### config.mk
export PLATFORM = sky130hd
export DESIGN_NAME = csce_status_change
export DESIGN_NICKNAME = d
export VERILOG_FILES = /design/src/core/csce_pkg.sv /design/src/core/csce_pin_sync.sv /design/src/core/csce_status_change.sv
export SDC_FILE = /design/constraint.sdc
export NUM_CORES = 1
export LEC_CHECK = 0
export BUFFER_PORTS_ARGS = -buffer_cell sky130_fd_sc_hd__buf_2
export CORE_MARGIN = 10
export CORE_UTILIZATION = 33
export CTS_CLUSTER_DIAMETER = 150
export DETAILED_ROUTE_END_ITERATION = 8
export GPL_ROUTABILITY_DRIVEN = 0
export PLACE_DENSITY = 0.82
export SETUP_SLACK_MARGIN = 0.5
export SLEW_MARGIN = 40
export SYNTH_ARGS = -nofsm -noshare
export SYNTH_HDL_FRONTEND = slang
export SYNTH_SLANG_ARGS = --single-unit
### constraint.sdc
create_clock -name clk_in -period 1.3 [get_ports clk_in]
set_input_delay 0.065 -clock clk_in [delete_from_list [all_inputs] [get_ports clk_in]]
set_output_delay 0.065 -clock clk_in [all_outputs]
set_load 0.01 [all_outputs]
### src/core/csce_pkg.sv
package csce_pkg;

	// ----------------------------------------------------------------
	// register map (byte addresses in the controller register space)
	// ----------------------------------------------------------------
	localparam logic [7:0] CSCE_ADDR_EVENT   = 8'h30;
	localparam logic [7:0] CSCE_ADDR_MASK    = 8'h34;
	localparam logic [7:0] CSCE_ADDR_PRESENT = 8'h38;
	localparam logic [7:0] CSCE_ADDR_FORCE   = 8'h3C;

	// ----------------------------------------------------------------
	// field positions
	// ----------------------------------------------------------------
	localparam int CSCE_BIT_INTERRUPT_FLAG     = 15;
	localparam int CSCE_BIT_WAKE     = 14;
	localparam int CSCE_BIT_GENERAL_WAKE    = 4;
	localparam int CSCE_AUDIO_HI     = 6;
	localparam int CSCE_AUDIO_LO     = 5;

	// ----------------------------------------------------------------
	// reset values and widths
	// ----------------------------------------------------------------
	localparam int          CSCE_DATA_W      = 32;
	localparam int          CSCE_SYNC_STAGES = 3;
	localparam logic [31:0] CSCE_RST_WORD    = 32'h0000_0000;
	localparam logic [1:0]  CSCE_AUDIO_RST   = 2'h0;
	localparam logic        CSCE_RST_BIT     = 1'h0;

endpackage

### src/core/csce_pin_sync.sv
`timescale 1ns/1ps
module csce_pin_sync (
	input  wire logic clk_in,
	input  wire logic rstn_in,
	input  wire logic ce_in,
	input  wire logic pin_in,
	output logic      level_out
);

	logic [csce_pkg::CSCE_SYNC_STAGES-1:0] stage_reg;

	// ----------------------------------------------------------------
	// three stages, change accepted when the last two agree
	// ----------------------------------------------------------------
	always_ff @(posedge clk_in) begin
		if (!rstn_in) begin
			stage_reg <= '0;
		end else if (ce_in) begin
			stage_reg <= {stage_reg[1:0], pin_in};
		end
	end

	always_ff @(posedge clk_in) begin
		if (!rstn_in) begin
			level_out <= csce_pkg::CSCE_RST_BIT;
		end else if (ce_in && (stage_reg[1] == stage_reg[2])) begin
			level_out <= stage_reg[2];
		end
	end

endmodule // csce_pin_sync

### src/core/csce_status_change.sv
// Contract
// - mask bit 15 low blocks interrupt line
// - interrupt needs mask bit and control-block enable
// - mask bit 14 low blocks status-change output unless PME enable is set
// - bit 14 acts only with bit 4
// - mask bit 4 low blocks wake events at status-change output unless PME enable is set
// - status-change needs 14 and 4, or PME enable
// - audio pulse field stays zero
// - present bit 15 follows live pending interrupt
// - present bit 4 ORs three gated wake flags
// - each wake flag gated by its own setting
// - force bit 15 sets interrupt flag
// - force bit 4 sets general wake flag
// - reserved bits read zero after reset
// - event bit 15 set by source, write-one clears
// - event bit 4 and PME status clear together
// - reset initialises; no access in PCI mode
`timescale 1ns/1ps
module csce_status_change (
	input  wire logic        clk_in,
	input  wire logic        rstn_in,
	input  wire logic        ce_in,
	input  wire logic        cardbus_mode_in,
	input  wire logic [7:0]  csr_addr_in,
	input  wire logic        csr_wr_in,
	input  wire logic        csr_rd_in,
	input  wire logic [31:0] csr_wdata_in,
	output logic [31:0]      csr_rdata_out,
	output logic             csr_rvalid_out,
	input  wire logic        interrupt_flag_pending_in,
	input  wire logic        system_control_block_int_en_in,
	input  wire logic        link_change_in,
	input  wire logic        magic_frame_in,
	input  wire logic        interesting_frame_in,
	input  wire logic        link_wake_en_in,
	input  wire logic        magic_wake_dis_in,
	input  wire logic        filter_en_in,
	input  wire logic        pme_enable_in,
	input  wire logic        pme_status_clear_in,
	output logic             pme_status_clear_out,
	output logic             inta_n_out,
	output logic             cstschg_out
);

	logic        cardbus_mode;
	logic        access_ok;
	logic        wr_event;
	logic        wr_mask;
	logic        wr_force;
	logic        rd_hit;
	logic        wake_source;
	logic        interrupt_flag_mask_reg;
	logic        wake_mask_reg;
	logic        general_wake_mask_reg;
	logic [1:0]  audio_pulse_enable_reg;
	logic        interrupt_flag_reg;
	logic        general_wake_reg;
	logic [31:0] rdata_next;

	// ----------------------------------------------------------------
	// mode pin and access decode
	// ----------------------------------------------------------------
	csce_pin_sync u_mode_sync (
		.clk_in    (clk_in),
		.rstn_in   (rstn_in),
		.ce_in     (ce_in),
		.pin_in    (cardbus_mode_in),
		.level_out (cardbus_mode)
	);

	assign access_ok = ce_in && cardbus_mode;
	assign wr_event  = access_ok && csr_wr_in && (csr_addr_in == csce_pkg::CSCE_ADDR_EVENT);
	assign wr_mask   = access_ok && csr_wr_in && (csr_addr_in == csce_pkg::CSCE_ADDR_MASK);
	assign wr_force  = access_ok && csr_wr_in && (csr_addr_in == csce_pkg::CSCE_ADDR_FORCE);
	assign rd_hit    = access_ok && csr_rd_in;

	// ----------------------------------------------------------------
	// gated wake source
	// ----------------------------------------------------------------
	assign wake_source = (link_change_in && link_wake_en_in)
		|| (magic_frame_in && !magic_wake_dis_in)
		|| (interesting_frame_in && filter_en_in);

	// ----------------------------------------------------------------
	// mask register
	// ----------------------------------------------------------------
	always_ff @(posedge clk_in) begin
		if (!rstn_in) begin
			interrupt_flag_mask_reg  <= csce_pkg::CSCE_RST_BIT;
			wake_mask_reg  <= csce_pkg::CSCE_RST_BIT;
			general_wake_mask_reg <= csce_pkg::CSCE_RST_BIT;
		end else if (wr_mask) begin
			interrupt_flag_mask_reg  <= csr_wdata_in[csce_pkg::CSCE_BIT_INTERRUPT_FLAG];
			wake_mask_reg  <= csr_wdata_in[csce_pkg::CSCE_BIT_WAKE];
			general_wake_mask_reg <= csr_wdata_in[csce_pkg::CSCE_BIT_GENERAL_WAKE];
		end
	end

	// audio pulse field has no use here, held at its default
	always_ff @(posedge clk_in) begin
		audio_pulse_enable_reg <= csce_pkg::CSCE_AUDIO_RST;
	end

	// ----------------------------------------------------------------
	// event flags
	// ----------------------------------------------------------------
	always_ff @(posedge clk_in) begin
		if (!rstn_in) begin
			interrupt_flag_reg <= csce_pkg::CSCE_RST_BIT;
		end else if (ce_in) begin
			if (interrupt_flag_pending_in) begin
				interrupt_flag_reg <= 1'h1;
			end else if (wr_force && csr_wdata_in[csce_pkg::CSCE_BIT_INTERRUPT_FLAG]) begin
				interrupt_flag_reg <= 1'h1;
			end else if (wr_event && csr_wdata_in[csce_pkg::CSCE_BIT_INTERRUPT_FLAG]) begin
				interrupt_flag_reg <= 1'h0;
			end
		end
	end

	always_ff @(posedge clk_in) begin
		if (!rstn_in) begin
			general_wake_reg <= csce_pkg::CSCE_RST_BIT;
		end else if (ce_in) begin
			if (wake_source) begin
				general_wake_reg <= 1'h1;
			end else if (wr_force && csr_wdata_in[csce_pkg::CSCE_BIT_GENERAL_WAKE]) begin
				general_wake_reg <= 1'h1;
			end else if ((wr_event && csr_wdata_in[csce_pkg::CSCE_BIT_GENERAL_WAKE])
				|| pme_status_clear_in) begin
				general_wake_reg <= 1'h0;
			end
		end
	end

	// clears the PME status bit alongside event bit 4
	always_ff @(posedge clk_in) begin
		if (!rstn_in) begin
			pme_status_clear_out <= csce_pkg::CSCE_RST_BIT;
		end else if (ce_in) begin
			pme_status_clear_out <= wr_event && csr_wdata_in[csce_pkg::CSCE_BIT_GENERAL_WAKE];
		end
	end

	// ----------------------------------------------------------------
	// outputs toward the host
	// ----------------------------------------------------------------
	always_ff @(posedge clk_in) begin
		if (!rstn_in) begin
			inta_n_out <= 1'h1;
		end else if (ce_in) begin
			inta_n_out <= !(interrupt_flag_reg && interrupt_flag_mask_reg
				&& system_control_block_int_en_in);
		end
	end

	always_ff @(posedge clk_in) begin
		if (!rstn_in) begin
			cstschg_out <= csce_pkg::CSCE_RST_BIT;
		end else if (ce_in) begin
			cstschg_out <= general_wake_reg
				&& ((wake_mask_reg && general_wake_mask_reg) || pme_enable_in);
		end
	end

	// ----------------------------------------------------------------
	// read path
	// ----------------------------------------------------------------
	always_comb begin
		rdata_next = csce_pkg::CSCE_RST_WORD;
		unique case (csr_addr_in)
			csce_pkg::CSCE_ADDR_EVENT: begin
				rdata_next[csce_pkg::CSCE_BIT_INTERRUPT_FLAG]  = interrupt_flag_reg;
				rdata_next[csce_pkg::CSCE_BIT_GENERAL_WAKE] = general_wake_reg;
			end
			csce_pkg::CSCE_ADDR_MASK: begin
				rdata_next[csce_pkg::CSCE_BIT_INTERRUPT_FLAG]  = interrupt_flag_mask_reg;
				rdata_next[csce_pkg::CSCE_BIT_WAKE]  = wake_mask_reg;
				rdata_next[csce_pkg::CSCE_AUDIO_HI:csce_pkg::CSCE_AUDIO_LO] =
					audio_pulse_enable_reg;
				rdata_next[csce_pkg::CSCE_BIT_GENERAL_WAKE] = general_wake_mask_reg;
			end
			csce_pkg::CSCE_ADDR_PRESENT: begin
				rdata_next[csce_pkg::CSCE_BIT_INTERRUPT_FLAG]  = interrupt_flag_pending_in;
				rdata_next[csce_pkg::CSCE_BIT_GENERAL_WAKE] = wake_source;
			end
			default: begin
				rdata_next = csce_pkg::CSCE_RST_WORD;
			end
		endcase
	end

	always_ff @(posedge clk_in) begin
		if (!rstn_in) begin
			csr_rdata_out  <= csce_pkg::CSCE_RST_WORD;
			csr_rvalid_out <= csce_pkg::CSCE_RST_BIT;
		end else if (ce_in) begin
			csr_rvalid_out <= csr_rd_in;
			csr_rdata_out  <= rd_hit ? rdata_next : csce_pkg::CSCE_RST_WORD;
		end
	end

endmodule // csce_status_change

Word level (Yosys, flattened, before mapping)

Index checks and enable logic that the tools add are counted.

Register bits: 45
Input bits: 56
Word-level logic and storage cells: 55

Equal/unequal tests: 5
Mux-type cells: 10
Reductions and logical operators: 28

Operators with widths:

| kind                                                                   | number |
|---|---|
| 8-bit by 6-bit equality test with 1-bit output (second input constant) | 4 |
| 1-bit logical AND                                                      | 18 |
| 16-bit two-way mux                                                     | 1 |
| 1-bit two-way mux                                                      | 7 |
| 1-bit one-hot mux with 3 select lines                                  | 2 |
| 3-bit nonzero test                                                     | 2 |
| 1-bit logical OR                                                       | 4 |
| 2-bit AND reduction                                                    | 2 |
| 1-bit logical NOT                                                      | 2 |
| 1-bit equality test                                                    | 1 |

Depth between registers and ports, before layout

Depth after elaboration: 8
Gate-level depth with buffers: 5
Mapped depth without buffers: 4

Cells and area by module

A second synthesis with hierarchy kept.

Cell total of the unflattened synthesis: 121
Area, all modules: 1042.2 sq um

By module, submodules not included:

| module             | times used | cells an instance | area each (sq um) |
|---|---|---|---|
| csce_status_change | 1          | 107               | 883.3 |
| csce_pin_sync      | 1          | 14                | 158.9 |

Worst setup path before layout

OpenSTA, ideal clock, no wires.

Path type: in2reg
From: in csr_addr_in[7]
To: reg general_wake_reg
Setup time: 0.120 ns
Arrival time: 1.170 ns
Required time: 1.180 ns
Path slack: 0.010 ns
Stages on the path: 4
Buffers on the path: 0
Cell sequence: or4_4 nor3_4 a31oi_1 o31a_1

Word-level cells in the longest chain between the ends: 6
Elaborated cells on any way between the ends: 11
Classes of those cells: eq/ne: 2; mux: 2; reduce/logical: 7

Ends and longest elaborated chain:

| item                                           | RTL line                  | text |
|---|---|---|
| from (decl)                                    | csce_status_change.sv:24  | `input wire logic [7:0] csr_addr_in,` |
| 8-bit by 6-bit equality test with 1-bit output | csce_status_change.sv:72  | `assign wr_event = access_ok && csr_wr_in && (csr_addr_in == csce_pkg::CSCE_ADDR_EVENT);` |
| 1-bit logical AND                              | csce_status_change.sv:72  |  |
| 1-bit logical AND                              | csce_status_change.sv:129 | `end else if ((wr_event && csr_wdata_in[csce_pkg::CSCE_BIT_GENERAL_WAKE])` |
| 1-bit logical OR                               | csce_status_change.sv:130 | `\|\| pme_status_clear_in) begin` |
| 3-bit nonzero test (no source line)            | -                         |  |
| 2-bit AND reduction (no source line)           | -                         |  |
| to (signal assigned)                           | csce_status_change.sv:123 | `general_wake_reg <= csce_pkg::CSCE_RST_BIT;` |
| to (decl)                                      | csce_status_change.sv:57  | `logic general_wake_reg;` |

Parallel ways exist; a longest one is shown, timed or not.
A chain may end at the register's enable or synchronous reset.

Worst setup path after layout

From: reg u_mode_sync.level_out
To: reg general_wake_reg

Word-level cells in the longest chain between the ends: 7
Elaborated cells on any way between the ends: 11
Classes of those cells: mux: 2; reduce/logical: 9

Ends and longest elaborated chain:

| item                                 | RTL line                                           | text |
|---|---|---|
| from (decl)                          | csce_pin_sync.sv:7                                 | `output logic level_out` |
| from (signal assigned)               | csce_pin_sync.sv:25                                | `level_out <= csce_pkg::CSCE_RST_BIT;` |
| from (signal assigned)               | csce_pin_sync.sv:27                                | `level_out <= stage_reg[2];` |
| 1-bit logical AND *                  | csce_status_change.sv:71                           | `assign access_ok = ce_in && cardbus_mode;` |
| 1-bit logical AND *                  | csce_status_change.sv:72, csce_status_change.sv:74 |  |
| 1-bit logical AND                    | csce_status_change.sv:72                           |  |
| 1-bit logical AND                    | csce_status_change.sv:129                          |  |
| 1-bit logical OR                     | csce_status_change.sv:130                          |  |
| 3-bit nonzero test (no source line)  | -                                                  |  |
| 2-bit AND reduction (no source line) | -                                                  |  |

Mark *: on every way between the ends. The rest lies on a longest branch, timed or not.

==> flow_metrics.py <==
metrics = {
    "outcome": {
        "status": "finished clean",
    },
    "cts": {
        "cts_buffers": 3,
        "clock-root-buffer": "clkbuf_4",
        "cts.sinks": 16,
        "cts_tree": "yes",
        "worstSkewPairLatency_ns": 0.29,
        "htreeDepth": 1,
        "cts_max_path_buffers": 2,
        "clkTransAtPathRegs_ns": 0.10,
        "cts_hold_buf": 0,
    },
    "worst_setup_path": {
        "worst_path_max_delay_cell": "dfxtp_2",
        "worstPathCellList": "nand4_1, nor3_4, a31oi_1, o31a_1",
        "worst-path-buf-inv": 0,
        "path_class": "reg -> reg",
        "cp_max_fo": 6,
        "slowest_delay_ns": 0.34,
        "startpoint_type": "flop",
        "arrival_ns": 1.45,
        "critPathRequiredTime_ns": 1.49,
        "crit_path_end_kind": "flop",
        "path_delay_family": "simple AND/OR/NAND/NOR gates",
    },
    "timing": {
        "fmax_mhz": 791.0,
        "hold_ws_ns": 0.01342,
        "finalCritPeriodShare_pct": 97.25,
        "finalHoldViolCount": 0,
        "layout_min_cycle_time_ns": 1.264,
        "setup_viol": 0,
        "drv_slew": 0,
        "finClkSkew_ns": 0.005047,
        "rsz0062_at_grt": "yes",
    },
    "grt": {
        "grt-ovfl-total": 0,
        "grt_pass1_vias": 824,
        "grt_usage_pct": 8.231,
        "grt_pass1_wl_um": 3705,
        "grt_max_degree": 22,
        "antenna_found_initial": 0,
    },
    "job": {
        "drv_cap": 0,
    },
    "drt": {
        "route.detailed.drc": 0,
        "ant_nets": 0,
        "routed_wl_um": 2591,
        "vias_per_cell": 4.492,
        "dr.pass1.iters": 4,
        "via_count": 849,
        "drtIter0Drc": 22,
        "routedWlPerCell_um": 13.71,
    },
    "power": {
        "power.leakage_nw": 0.6178,
        "pwr_density_cell_mw_per_mm2": 822.4,
        "power_mw": 1.012,
        "peakVddDrop_uv": 414.7,
    },
    "die": {
        "die_area_sq_mm": 0.005678,
        "fp.dieW_um": 75.35,
        "io_pins": 92,
        "initial_core_util_pct": 33.67,
        "chipHeight_um": 75.35,
        "row_count": 20,
        "core_area_sq_mm": 0.003003,
    },
    "yosys": {
        "synthCells": 119,
        "synth-seq-cells": 16,
        "netlist_area_sq_mm": 0.001011,
        "synth.distinct_cells": 32,
        "syn_area_per_cell_sq_um": 8.496,
        "yosysSeqAreaShare_pct": 31.68,
        "ys_warn_count": 0,
    },
    "placement": {
        "portBuffers": 33,
        "dp_hpwl_um": 2060,
        "dp_cells": 182,
        "post_dp_cell_area_sq_mm": 0.001089,
    },
    "final_layout": {
        "final_util_pct": 40.96,
        "syn2layout_area_growth_pct": 21.66,
        "drive_gt1_share_pct": 39.10,
        "layout_common_cells": "conb_1 (29), buf_2 (26), nand2_1 (15)",
        "final_common_cell": "conb_1",
        "finalNonFillerCells": 189,
        "diodes": 0,
        "layout.nets": 213,
        "fin_area_sq_mm": 0.001230,
        "fillCellCount": 318,
    },
    "worst_hold_path": {
        "hp-class": "in -> reg",
    },
}
cells by family (layout without fill, tap and decap cells):
logic type / count (synthesis) / count (layout) / share of synthesized area (%)
and+or+nand+nor: 40 / 40 / 21.78
buffers and inverters: 38 / 47 / 26.48
AOI/OAI and AO/OA: 16 / 16 / 11.76
DFF: 16 / 16 / 31.68
muxes: 8 / 8 / 7.921
other: 1 / 29 / 0.3709
per-layer routing:
metal  wire (um)  vias to the layer above  track usage, %
met3         402                        2           5.859
met1         895                      391           7.744
li1            -                      421               -
met5           0                        -               0
met4          11                        0          0.6186
met2        1282                       35           14.83
worst paths after layout:
| kind | slack, ns | start | cells past startpoint | endpoint |
|---|---|---|---|---|
| worst max-delay path | 0.04 | u_mode_sync.level_out | 4 | general_wake_reg |
| worst min-delay path | 0.01 | csr_wdata_in[14] | 3 | wake_mask_reg |
| worst max register to register | 0.04 | u_mode_sync.level_out | 4 | general_wake_reg |
| worst min register to register | 0.48 | csr_rdata_out[15] | 2 | csr_rdata_out[15] |
power by group:
| part | internal (mW) | leakage (nW) | switching, mW |
|---|---|---|---|
| clock | 0.171 | 0.0210 | 0.163 |
| sequential | 0.501 | 0.133 | 0.00741 |
| combinational | 0.0654 | 0.463 | 0.104 |
cell type report:
cell class | instances | area (sq um) | area share, %
tap | 33 | 41.29 | 3.357
inverter | 5 | 18.77 | 1.526
sequential | 16 | 331.6 | 26.96
clock buffer | 4 | 36.28 | 2.950
multi-input combinational | 93 | 551.8 | 44.86
timing repair buffer | 38 | 250.2 | 20.35
through the flow:
stage | setup TNS (ns) | setup WS, ns
3_5_place_dp | -0.8014 | -0.1923
6_report | 0 | 0.03574
3_3_place_gp | -0.7707 | -0.1513
2_1_floorplan | 0 | 0.01235
4_1_cts | 0 | 0.05727
5_1_grt | -0.01807 | -0.01807
tightest hold or removal path, cell delays in order:
cell and delay, ns:
buf_2 0.09, nand2_1 0.05, mux2i_1 0.06
cells in the mapped netlist:
library cell | instances | area, sq um
a21boi_0 | 2 | 15.01
a21o_1 | 1 | 7.510
a21oi_1 | 2 | 10.01
a221o_2 | 1 | 11.26
a222oi_1 | 1 | 10.01
a31oi_1 | 1 | 6.260
a32oi_1 | 1 | 8.760
and2_1 | 1 | 6.260
and2b_1 | 1 | 7.510
and3_1 | 2 | 12.51
and4_2 | 1 | 10.01
buf_1 | 1 | 3.750
buf_4 | 29 | 217.7
buf_6 | 1 | 11.26
clkbuf_1 | 1 | 3.750
conb_1 | 1 | 3.750
dfxtp_1 | 16 | 320.3
dlymetal6s2s_1 | 1 | 12.51
inv_1 | 5 | 18.77
mux2i_1 | 8 | 80.08
nand2_1 | 16 | 60.06
nand3_1 | 4 | 20.02
nand4_1 | 4 | 25.02
nor2_1 | 2 | 7.510
nor2b_1 | 5 | 31.28
nor3_1 | 1 | 5.000
nor3_4 | 1 | 16.27
nor3b_1 | 1 | 7.510
o21ai_0 | 3 | 15.01
o2bb2ai_1 | 2 | 17.52
o31a_1 | 2 | 17.52
or4_4 | 1 | 11.26
what timing repair did:
item                                    CTS  global route
pin swaps                                 2             2
buffers inserted                          2             1
gates cloned                              0             0
endpoints found under the setup margin   16            18
gates resized for setup                  18             7
No activity file was read; power rests on OpenSTA's default activity.
